$ cat config.mk
export PLATFORM = sky130hd
export DESIGN_NAME = csb_core_flat
export DESIGN_NICKNAME = d
export VERILOG_FILES = /design/src/rtl/csb_pkg.sv /design/src/rtl/csb_if.sv /design/src/rtl/csb_core.sv /design/src/flat_wrapper.sv
export SDC_FILE = /design/constraint.sdc
export NUM_CORES = 2
export LEC_CHECK = 0
export BUFFER_PORTS_ARGS = -buffer_cell sky130_fd_sc_hd__buf_2
export CORE_ASPECT_RATIO = 1.4
export CORE_UTILIZATION = 56
export CTS_BUF_LIST = sky130_fd_sc_hd__clkbuf_8 sky130_fd_sc_hd__clkbuf_16
export CTS_CLUSTER_SIZE = 20
export DETAILED_ROUTE_END_ITERATION = 6
export GPL_ROUTABILITY_DRIVEN = 1
export PLACE_DENSITY = 0.8
export SLEW_MARGIN = 10
export SYNTH_ARGS = -nofsm -noshare
export SYNTH_HDL_FRONTEND = slang
export SYNTH_SLANG_ARGS = --single-unit
$ cat constraint.sdc
create_clock -name mclk_i -period 4.15 [get_ports mclk_i]
set_input_delay 0 -clock mclk_i [delete_from_list [all_inputs] [get_ports mclk_i]]
set_output_delay 0 -clock mclk_i [all_outputs]
set_load 0.005 [all_outputs]
$ cat src/rtl/csb_pkg.sv
// Shared constants, types and helpers of the core system bus master port
// Behaviour
// - Separate 64-bit read and write data buses
// - At most sixteen transactions outstanding
// - Single read drives address 35:3, enables
// - Address driven early, held past ready
// - Address valid whenever address/control are valid
// - Write flag low reads, high writes
// - Fetch flag on uncached fetch, fetch bursts
// - Read data sampled from clock after ready
// - Single read error with data valid
// - Write data with address when the data unit is free, else once it frees, held past ready
// - Next write data waits for ready
// - Write error one clock after ready
// - Burst read: four beats, aligned block
// - Burst order sequential or subblock XOR
// - Burst flag through burst address phase
// - First flag with first burst address
// - Last flag with final burst address
// - Burst read captures each valid beat
// - Burst beat error with its data
// - Burst write only for full block
// - Burst write starts at subblock zero
// - Burst write words advance after ready
package csb_pkg;

  localparam int ADDR_HI  = 35;
  localparam int ADDR_LO  = 3;
  localparam int DATA_W   = 64;
  localparam int BE_W     = 8;
  localparam int BEATS    = 4;
  localparam int MAX_OUT  = 16;
  localparam int MEM_WORDS = 256;

  localparam logic [1:0]      SUB_ZERO  = 2'h0;
  localparam logic [1:0]      SUB_LAST  = 2'h3;
  localparam logic [1:0]      SUB_PENUL = 2'h2;
  localparam logic [BE_W-1:0] BE_FULL   = 8'hFF;
  localparam logic [3:0]      MASK_FULL = 4'hF;
  localparam logic [DATA_W-1:0] DATA_RST = 64'h0000000000000000;

  typedef logic [ADDR_HI:ADDR_LO] csb_addr_t;
  typedef logic [DATA_W-1:0]      csb_data_t;
  typedef logic [BE_W-1:0]        csb_be_t;

  typedef enum logic [1:0] {
    CSB_RD,
    CSB_BRD,
    CSB_WR
  } csb_kind_e;

  // Subblock index of beat k for a given start and order
  function automatic logic [1:0] csb_beat_sub(input logic [1:0] start,
                                              input logic [1:0] k,
                                              input logic       sblk);
    logic [1:0] s;
    s = 2'(start + k);
    return sblk ? (start ^ k) : s;
  endfunction

endpackage

$ cat src/rtl/csb_if.sv
// Pin bundle between the core bus master and the system side
interface csb_if;
  logic [35:3] bus_address;
  logic [7:0]  byte_enables;
  logic        address_valid;
  logic        address_ready;
  logic        write_flag;
  logic        instruction_fetch_flag;
  logic        burst_flag;
  logic        burst_first_flag;
  logic        burst_last_flag;
  logic        subblock_order_select;
  logic [63:0] read_data_bus;
  logic        read_data_valid;
  logic        read_bus_error;
  logic [63:0] write_data_bus;
  logic        write_data_ready;
  logic        write_bus_error;

  modport core (
    output bus_address, byte_enables, address_valid, write_flag,
    output instruction_fetch_flag, burst_flag, burst_first_flag, burst_last_flag,
    output write_data_bus,
    input  address_ready, subblock_order_select, read_data_bus, read_data_valid,
    input  read_bus_error, write_data_ready, write_bus_error
  );

  modport sys (
    input  bus_address, byte_enables, address_valid, write_flag,
    input  instruction_fetch_flag, burst_flag, burst_first_flag, burst_last_flag,
    input  write_data_bus,
    output address_ready, subblock_order_select, read_data_bus, read_data_valid,
    output read_bus_error, write_data_ready, write_bus_error
  );
endinterface

$ cat src/rtl/csb_core.sv
// Core-side end: bus master issuing single and burst transfers
module csb_core #(
  parameter int OUT_MAX = csb_pkg::MAX_OUT
) (
  // Clock and reset
  input  wire logic                 mclk_i,
  input  wire logic                 rst_i,
  // Core bus
  csb_if.core                       bus,
  // Request
  input  wire logic                 req_valid_i,
  input  csb_pkg::csb_kind_e        req_kind_i,
  input  wire csb_pkg::csb_addr_t   req_addr_i,
  input  wire csb_pkg::csb_be_t     req_be_i,
  input  wire logic                 req_instr_i,
  input  wire logic [3:0]           req_wmask_i,
  input  wire csb_pkg::csb_data_t [3:0] req_wdata_i,
  output logic                      req_ready_o,
  // Read answers
  output logic                      rd_valid_o,
  output csb_pkg::csb_data_t        rd_data_o,
  output logic                      rd_err_o,
  output logic                      rd_last_o,
  // Write answers
  output logic                      wr_resp_o,
  output logic                      wr_err_o,
  // Status
  output logic [$clog2(OUT_MAX):0]  outstanding_o
);
  localparam int PW = $clog2(OUT_MAX);

  if (OUT_MAX < 2 || OUT_MAX > csb_pkg::MAX_OUT || (1 << PW) != OUT_MAX) begin : g_chk
    $error("csb_core: OUT_MAX must be a power of two up to the bus limit");
  end

  typedef enum {A_IDLE, A_WAIT, A_ADDR, A_HOLD} csb_astate_e;

  // Lowest pending word of a partial write buffer
  function automatic logic [1:0] csb_low(input logic [3:0] m);
    logic [1:0] r;
    r = 2'h3;
    for (int i = 3; i >= 0; i--) begin
      if (m[i]) r = 2'(i);
    end
    return r;
  endfunction

  csb_astate_e              a_state;
  logic                     ready_reg;
  csb_pkg::csb_kind_e       slot_kind;
  csb_pkg::csb_addr_t       slot_addr;
  csb_pkg::csb_be_t         slot_be;
  logic                     slot_instr, slot_burst;
  logic [3:0]               slot_mask;
  csb_pkg::csb_data_t [3:0] slot_data;

  logic                     av_reg, wr_reg, instr_reg, burst_reg, first_reg, last_reg;
  csb_pkg::csb_addr_t       addr_reg;
  csb_pkg::csb_be_t         be_reg;
  logic [1:0]               ab_reg, st_reg;
  logic                     sb_reg, dl_reg;
  logic [PW:0]              oc_reg;

  logic                     wbusy_reg, wdr_d_reg, wresp_reg, werr_reg;
  logic [1:0]               wi_reg, wn_reg;
  csb_pkg::csb_data_t [3:0] wbuf_reg;
  csb_pkg::csb_data_t       wd_reg;

  logic                     rq [OUT_MAX];
  logic [PW-1:0]            rwp_reg, rrp_reg;
  logic [PW:0]              rcnt_reg;
  logic [1:0]               rb_reg;
  logic                     rv_reg, rerr_reg, rlast_reg;
  csb_pkg::csb_data_t       rdata_reg;

  logic                     is_wr, start, a_acc, a_end, wfree, wdone, wload, tx_done, more;
  logic                     enq, beat, blast;
  logic [1:0]               idx;
  logic [3:0]               mask_rest;
  csb_pkg::csb_addr_t       start_addr;

  assign bus.bus_address            = addr_reg;
  assign bus.byte_enables           = be_reg;
  assign bus.address_valid          = av_reg;
  assign bus.write_flag             = wr_reg;
  assign bus.instruction_fetch_flag = instr_reg;
  assign bus.burst_flag             = burst_reg;
  assign bus.burst_first_flag       = first_reg;
  assign bus.burst_last_flag        = last_reg;
  assign bus.write_data_bus         = wd_reg;
  assign req_ready_o                = ready_reg;
  assign rd_valid_o                 = rv_reg;
  assign rd_data_o                  = rdata_reg;
  assign rd_err_o                   = rerr_reg;
  assign rd_last_o                  = rlast_reg;
  assign wr_resp_o                  = wresp_reg;
  assign wr_err_o                   = werr_reg;
  assign outstanding_o              = oc_reg;

  always_comb begin
    is_wr     = (slot_kind == csb_pkg::CSB_WR);
    idx       = csb_low(slot_mask);
    mask_rest = slot_mask & ~(4'h1 << idx);
    start     = (a_state == A_WAIT) && (oc_reg < (PW+1)'(OUT_MAX));
    a_acc     = (a_state == A_ADDR) && bus.address_ready;
    a_end     = a_acc && (!burst_reg || ab_reg == csb_pkg::SUB_LAST);
    wdone     = wbusy_reg && bus.write_data_ready && (wi_reg == wn_reg);
    wfree     = !wbusy_reg || wdone;
    wload     = is_wr && wfree &&
                (start || ((a_state == A_ADDR || a_state == A_HOLD) && !dl_reg));
    tx_done   = (a_end && !(is_wr && !dl_reg && !wload)) || (a_state == A_HOLD && wload);
    more      = is_wr && !slot_burst && (mask_rest != 4'h0);
    enq       = a_acc && !wr_reg && (ab_reg == csb_pkg::SUB_ZERO);
    beat      = (rcnt_reg != '0) && bus.read_data_valid;
    blast     = !rq[rrp_reg] || (rb_reg == csb_pkg::SUB_LAST);
    if (slot_kind == csb_pkg::CSB_WR) begin
      start_addr = {slot_addr[35:5], slot_burst ? csb_pkg::SUB_ZERO : idx};
    end else begin
      start_addr = slot_addr;
    end
  end

  // Request slot and transaction sequencing
  always_ff @(posedge mclk_i) begin
    if (rst_i) begin
      a_state    <= A_IDLE;
      ready_reg  <= 1'b1;
      slot_kind  <= csb_pkg::CSB_RD;
      slot_addr  <= '0;
      slot_be    <= '0;
      slot_instr <= 1'b0;
      slot_burst <= 1'b0;
      slot_mask  <= 4'h0;
      slot_data  <= '0;
    end else begin
      case (a_state)
        A_IDLE: begin
          if (req_valid_i && ready_reg) begin
            slot_kind  <= req_kind_i;
            slot_addr  <= req_addr_i;
            slot_be    <= req_be_i;
            slot_instr <= req_instr_i;
            slot_mask  <= (req_kind_i == csb_pkg::CSB_WR) ? req_wmask_i : 4'h1;
            slot_data  <= req_wdata_i;
            slot_burst <= (req_kind_i == csb_pkg::CSB_BRD) ||
                          ((req_kind_i == csb_pkg::CSB_WR) &&
                           (req_wmask_i == csb_pkg::MASK_FULL) &&
                           (req_be_i == csb_pkg::BE_FULL));
            ready_reg  <= 1'b0;
            a_state    <= A_WAIT;
          end
        end
        A_WAIT: begin
          if (start) a_state <= A_ADDR;
        end
        A_ADDR, A_HOLD: begin
          if (tx_done) begin
            slot_mask <= mask_rest;
            if (more) begin
              a_state <= A_WAIT;
            end else begin
              a_state   <= A_IDLE;
              ready_reg <= 1'b1;
            end
          end else if (a_end) begin
            a_state <= A_HOLD;
          end
        end
        default: a_state <= A_IDLE;
      endcase
    end
  end

  // Address phase: held until the clock after ready is seen
  always_ff @(posedge mclk_i) begin
    if (rst_i) begin
      av_reg    <= 1'b0;
      addr_reg  <= '0;
      be_reg    <= '0;
      wr_reg    <= 1'b0;
      instr_reg <= 1'b0;
      burst_reg <= 1'b0;
      first_reg <= 1'b0;
      last_reg  <= 1'b0;
      ab_reg    <= csb_pkg::SUB_ZERO;
      st_reg    <= csb_pkg::SUB_ZERO;
      sb_reg    <= 1'b0;
    end else if (start) begin
      av_reg    <= 1'b1;
      addr_reg  <= start_addr;
      be_reg    <= slot_burst ? csb_pkg::BE_FULL : slot_be;
      wr_reg    <= is_wr;
      instr_reg <= slot_instr && !is_wr;
      burst_reg <= slot_burst;
      first_reg <= slot_burst;
      last_reg  <= 1'b0;
      ab_reg    <= csb_pkg::SUB_ZERO;
      st_reg    <= start_addr[4:3];
      sb_reg    <= bus.subblock_order_select;
    end else if (a_acc) begin
      if (burst_reg && ab_reg != csb_pkg::SUB_LAST) begin
        ab_reg         <= ab_reg + 1'b1;
        addr_reg[4:3]  <= csb_pkg::csb_beat_sub(st_reg, 2'(ab_reg + 1'b1), sb_reg);
        first_reg      <= 1'b0;
        last_reg       <= (ab_reg == csb_pkg::SUB_PENUL);
      end else begin
        av_reg    <= 1'b0;
        wr_reg    <= 1'b0;
        instr_reg <= 1'b0;
        burst_reg <= 1'b0;
        first_reg <= 1'b0;
        last_reg  <= 1'b0;
      end
    end
  end

  // Write data unit: one transaction's words at a time
  always_ff @(posedge mclk_i) begin
    if (rst_i) begin
      wbusy_reg <= 1'b0;
      wi_reg    <= csb_pkg::SUB_ZERO;
      wn_reg    <= csb_pkg::SUB_ZERO;
      wbuf_reg  <= '0;
      wd_reg    <= csb_pkg::DATA_RST;
      dl_reg    <= 1'b0;
    end else begin
      if (start) begin
        dl_reg <= wload;
      end else if (wload) begin
        dl_reg <= 1'b1;
      end
      if (wload) begin
        wbusy_reg <= 1'b1;
        wbuf_reg  <= slot_data;
        wi_reg    <= slot_burst ? csb_pkg::SUB_ZERO : idx;
        wn_reg    <= slot_burst ? csb_pkg::SUB_LAST : idx;
        wd_reg    <= slot_burst ? slot_data[0] : slot_data[idx];
      end else if (wbusy_reg && bus.write_data_ready) begin
        if (wi_reg == wn_reg) begin
          wbusy_reg <= 1'b0;
        end else begin
          wi_reg <= wi_reg + 1'b1;
          wd_reg <= wbuf_reg[2'(wi_reg + 1'b1)];
        end
      end
    end
  end

  // Write answers: error comes one clock after the ready
  always_ff @(posedge mclk_i) begin
    if (rst_i) begin
      wdr_d_reg <= 1'b0;
      wresp_reg <= 1'b0;
      werr_reg  <= 1'b0;
    end else begin
      wdr_d_reg <= wbusy_reg && bus.write_data_ready;
      wresp_reg <= wdr_d_reg;
      werr_reg  <= wdr_d_reg && bus.write_bus_error;
    end
  end

  // Read tracking: burst beats counted per queued read
  always_ff @(posedge mclk_i) begin
    if (rst_i) begin
      rwp_reg   <= '0;
      rrp_reg   <= '0;
      rcnt_reg  <= '0;
      rb_reg    <= csb_pkg::SUB_ZERO;
      rv_reg    <= 1'b0;
      rerr_reg  <= 1'b0;
      rlast_reg <= 1'b0;
      rdata_reg <= csb_pkg::DATA_RST;
    end else begin
      if (enq) begin
        rq[rwp_reg] <= burst_reg;
        rwp_reg     <= rwp_reg + 1'b1;
      end
      rv_reg    <= beat;
      rlast_reg <= beat && blast;
      rerr_reg  <= beat && bus.read_bus_error;
      if (beat) begin
        rdata_reg <= bus.read_data_bus;
        rb_reg    <= blast ? csb_pkg::SUB_ZERO : 2'(rb_reg + 1'b1);
        if (blast) rrp_reg <= rrp_reg + 1'b1;
      end
      rcnt_reg <= (PW+1)'(rcnt_reg + enq - (beat && blast));
    end
  end

  // Outstanding count: taken at first drive, dropped at last data
  always_ff @(posedge mclk_i) begin
    if (rst_i) begin
      oc_reg <= '0;
    end else begin
      oc_reg <= (PW+1)'(oc_reg + start - (beat && blast) - wdone);
    end
  end

endmodule // csb_core

$ cat src/flat_wrapper.sv
// flat-port wrapper written by rule: the top's interface ports become plain ports
module csb_core_flat 
#(
  parameter int OUT_MAX = csb_pkg::MAX_OUT
)
  (mclk_i, rst_i, req_valid_i, req_kind_i, req_addr_i, req_be_i, req_instr_i, req_wmask_i, req_wdata_i, req_ready_o, rd_valid_o, rd_data_o, rd_err_o, rd_last_o, wr_resp_o, wr_err_o, outstanding_o, bus_bus_address, bus_byte_enables, bus_address_valid, bus_write_flag, bus_instruction_fetch_flag, bus_burst_flag, bus_burst_first_flag, bus_burst_last_flag, bus_write_data_bus, bus_address_ready, bus_subblock_order_select, bus_read_data_bus, bus_read_data_valid, bus_read_bus_error, bus_write_data_ready, bus_write_bus_error);
  csb_if bus_i ();
  input  wire logic mclk_i;
  input  wire logic rst_i;
  input  wire logic req_valid_i;
  input  csb_pkg::csb_kind_e req_kind_i;
  input  wire csb_pkg::csb_addr_t req_addr_i;
  input  wire csb_pkg::csb_be_t req_be_i;
  input  wire logic req_instr_i;
  input  wire logic [3:0] req_wmask_i;
  input  wire csb_pkg::csb_data_t [3:0] req_wdata_i;
  output logic req_ready_o;
  output logic rd_valid_o;
  output csb_pkg::csb_data_t rd_data_o;
  output logic rd_err_o;
  output logic rd_last_o;
  output logic wr_resp_o;
  output logic wr_err_o;
  output logic [$clog2(OUT_MAX):0] outstanding_o;
  output wire logic [$bits(bus_i.bus_address)-1:0] bus_bus_address;
  output wire logic [$bits(bus_i.byte_enables)-1:0] bus_byte_enables;
  output wire logic [$bits(bus_i.address_valid)-1:0] bus_address_valid;
  output wire logic [$bits(bus_i.write_flag)-1:0] bus_write_flag;
  output wire logic [$bits(bus_i.instruction_fetch_flag)-1:0] bus_instruction_fetch_flag;
  output wire logic [$bits(bus_i.burst_flag)-1:0] bus_burst_flag;
  output wire logic [$bits(bus_i.burst_first_flag)-1:0] bus_burst_first_flag;
  output wire logic [$bits(bus_i.burst_last_flag)-1:0] bus_burst_last_flag;
  output wire logic [$bits(bus_i.write_data_bus)-1:0] bus_write_data_bus;
  input wire logic [$bits(bus_i.address_ready)-1:0] bus_address_ready;
  input wire logic [$bits(bus_i.subblock_order_select)-1:0] bus_subblock_order_select;
  input wire logic [$bits(bus_i.read_data_bus)-1:0] bus_read_data_bus;
  input wire logic [$bits(bus_i.read_data_valid)-1:0] bus_read_data_valid;
  input wire logic [$bits(bus_i.read_bus_error)-1:0] bus_read_bus_error;
  input wire logic [$bits(bus_i.write_data_ready)-1:0] bus_write_data_ready;
  input wire logic [$bits(bus_i.write_bus_error)-1:0] bus_write_bus_error;
  assign bus_bus_address = bus_i.bus_address;
  assign bus_byte_enables = bus_i.byte_enables;
  assign bus_address_valid = bus_i.address_valid;
  assign bus_write_flag = bus_i.write_flag;
  assign bus_instruction_fetch_flag = bus_i.instruction_fetch_flag;
  assign bus_burst_flag = bus_i.burst_flag;
  assign bus_burst_first_flag = bus_i.burst_first_flag;
  assign bus_burst_last_flag = bus_i.burst_last_flag;
  assign bus_write_data_bus = bus_i.write_data_bus;
  assign bus_i.address_ready = bus_address_ready;
  assign bus_i.subblock_order_select = bus_subblock_order_select;
  assign bus_i.read_data_bus = bus_read_data_bus;
  assign bus_i.read_data_valid = bus_read_data_valid;
  assign bus_i.read_bus_error = bus_read_bus_error;
  assign bus_i.write_data_ready = bus_write_data_ready;
  assign bus_i.write_bus_error = bus_write_bus_error;
  csb_core #(.OUT_MAX(OUT_MAX)) u_core (.mclk_i(mclk_i), .rst_i(rst_i), .bus(bus_i), .req_valid_i(req_valid_i), .req_kind_i(req_kind_i), .req_addr_i(req_addr_i), .req_be_i(req_be_i), .req_instr_i(req_instr_i), .req_wmask_i(req_wmask_i), .req_wdata_i(req_wdata_i), .req_ready_o(req_ready_o), .rd_valid_o(rd_valid_o), .rd_data_o(rd_data_o), .rd_err_o(rd_err_o), .rd_last_o(rd_last_o), .wr_resp_o(wr_resp_o), .wr_err_o(wr_err_o), .outstanding_o(outstanding_o));
endmodule
==> results.cfg <==
[logic_synthesis]
ys_ff_latch = 796
synth_cell_type_count = 63
synth_commonest_cells = nand2_1, dfxtp_1, a21oi_1
synth_area_leaders = dfxtp_1, nand2_1, a21oi_1, mux4_2, mux2i_1
syn-num-nets = 4283
synthCells = 3883
yosys.area.top_type = dfxtp_1
syn_area_um2 = 32200
post-synth-top-count-cell = nand2_1
ys_seq_area_frac = 0.500
synth_top_area_frac = 0.485
synth_ff_type = dfxtp_1
avgSynthCellArea_um2 = 8.30
synth_warnings = 0
synth_edf_count = 16
async_flop_share = 0

[power_and_ir_drop]
vdd_ir_drop_max_uv = 440
p_leak_nw = 16.4
powerDensity_nw_per_um2 = 520

[sta]
min_period_over_period = 0.834
finalWorstSetupSlack_ns = 0.687
period_needed_ns = 3.46
fin_skew_ns = 0.0259
max_freq_mhz = 289
tns_ns = 0
max_slew.worst_pin.slew_ns = 1.15
rsz0062_at_grt = false
max-slew-margin-rel = 0.235
finalSetupViolCount = 0
finalHoldViolations = 0
slew_violations = 0

[worst_setup_path]
worstSetupStartpointType = flip-flop
cp.required_ns = 4.61
critPathTopFamily = compound AO/OA/AOI/OAI gates
cp_num_buf_inv = 2
crit_arrival_ns = 3.93
worst-r2r-setup-slack_ns = 0.69
crit_top_cell = ha_1
path_cells = mux2i_1, a311o_1, a311oi_4, nor3_4, xor2_1, ha_1, o21ba_2, ha_1, inv_1, ha_1, inv_1, fa_1, xor2_1, nor2_1
max_stage_delay_ns = 0.53
cp-end-kind = flip-flop
criticalPathCategory = flip-flop to flip-flop
cp_max_fo = 8
worst_path_max_delay_cell = dfxtp_1

[global_route]
grt_pass1_vias = 31100
grt_usage = 0.341
grt_pass1_wl_um = 159000
grt_max_degree = 218
grt.overflow.total = 0
antenna_found_initial = 17

[floorplanning]
ios = 563
die_w_um = 205
initial_core_util = 0.570
die_h_um = 286
die-area_um2 = 58500
placementRows = 103
core_um2 = 56600

[drt]
wire_per_inst_um = 18.7
first_iter_violations = 2650
route.detailed.drc = 1
firstDrtPassIters = 7
wl_um = 102000
dr_total_vias = 31300
ant_nets = 0
vias_per_cell = 5.73

[placed_design]
io_buffers = 562
dp_hpwl_um = 54900
dp_slack_ns = 0.745
gp_congestion = 0.842

[clock_network]
cts_buffer_depth = 3
cts-root-buf = clkbuf_16
h-tree-depth = 3
clock_latency_ns = 0.62
cts_buffers = 74
cts_tree = yes
cts_num_sinks = 796
clk_pin_slew_ns = 0.06

[cells_and_area]
final_layout_size_suffix_gt1_frac = 0.172
regArea_um2 = 16100
nets = 5061
syn_to_final_growth_pct = 29.9
multi_input_area_um2 = 14800
fillers = 3867

[status]
violations = design-rule violations
status = finished, violations left

[hold_path]
hp-class = primary input to flip-flop

[run]
max_cap_viol_count = 0
## repair_timing
action | CTS | global route
hold endpoints to repair | 451 | 0
setup buffers | 0 | 0
resized for setup | 0 | 0
hold buffers | 409 | 0
## through the flow
step	utilization	area [µm²]	instances	total power, mW	hold WS (ns)
4_1_cts	0.739	41800	5451	21.5	0.0208
2_1_floorplan	-	32200	3883	12.8	0.122
5_1_grt	0.739	41800	5459	22.7	0.0754
6_report	0.740	41800	5466	21.8	0.0562
3_5_place_dp	0.624	35300	4911	14.6	0.214
3_3_place_gp	0.624	35300	4911	14.4	0.202
## final cells by class
cell class / count / share of cell area
multi-input combinational: 2751 / 0.353
antenna: 15 / 0.000897
tap: 735 / 0.0220
sequential: 796 / 0.385
timing repair buffer: 1018 / 0.180
clock inverter: 37 / 0.00559
inverter: 20 / 0.00179
clock buffer: 94 / 0.0516
## cells by family after synthesis
logic type,synth area share
AO/OA/AOI/OAI,0.156
XOR/XNOR,0.00489
adder cells (fa/ha/maj),0.00940
buffers and inverters,0.0436
flip-flops,0.500
multiplexers,0.0894
AND/OR/NAND/NOR,0.197
## metal layers
metal | share of wire | track usage | routed length, µm | vias to the layer above
li1 | - | - | - | 14600
met1 | 0.37 | 0.395 | 38200 | 14800
met2 | 0.49 | 0.574 | 50000 | 1504
met3 | 0.078 | 0.0718 | 7940 | 456
met4 | 0.059 | 0.205 | 6060 | 14
met5 | 0.00090 | 0 | 92 | -
## worst min-delay path, delay by kind of cell
kind	cells	cell delay, ns
simple gates	3	0.44
buf+inv	1	0.09
compound gates	1	0.10
## power by group
| group | switching [mW] | internal [mW] |
|---|---|---|
| clock | 2.95 | 3.75 |
| combinational | 3.44 | 2.24 |
| sequential | 0.810 | 8.56 |
| total | 7.21 | 14.5 |
## layout by cell type (no fill, tap or decap), types with 21 or more instances in the layout
cell type      count
nor2b_1           75
buf_2            561
nand2_1         1394
clkbuf_16         77
mux2i_1          137
ha_1              21
o21ai_0           72
buf_4             26
nor3_1            24
nor2_1            51
a21oi_1          670
buf_12            21
dfxtp_1          777
mux4_2            66
inv_1             39
a211oi_1         131
dlygate4sd3_1    409
## worst paths after layout
path	start	end	depth (start not counted)
worst min register to register	u_core.wbuf_reg[213]	u_core.wbuf_reg[213]	2
worst max-delay path	flip-flop	u_core.outstanding_o[3]	14
worst min-delay path	req_valid_i	u_core.a_state[0]	5
worst max register to register	flip-flop	u_core.outstanding_o[3]	14
Note: power is estimated with default switching activity, not from simulation.
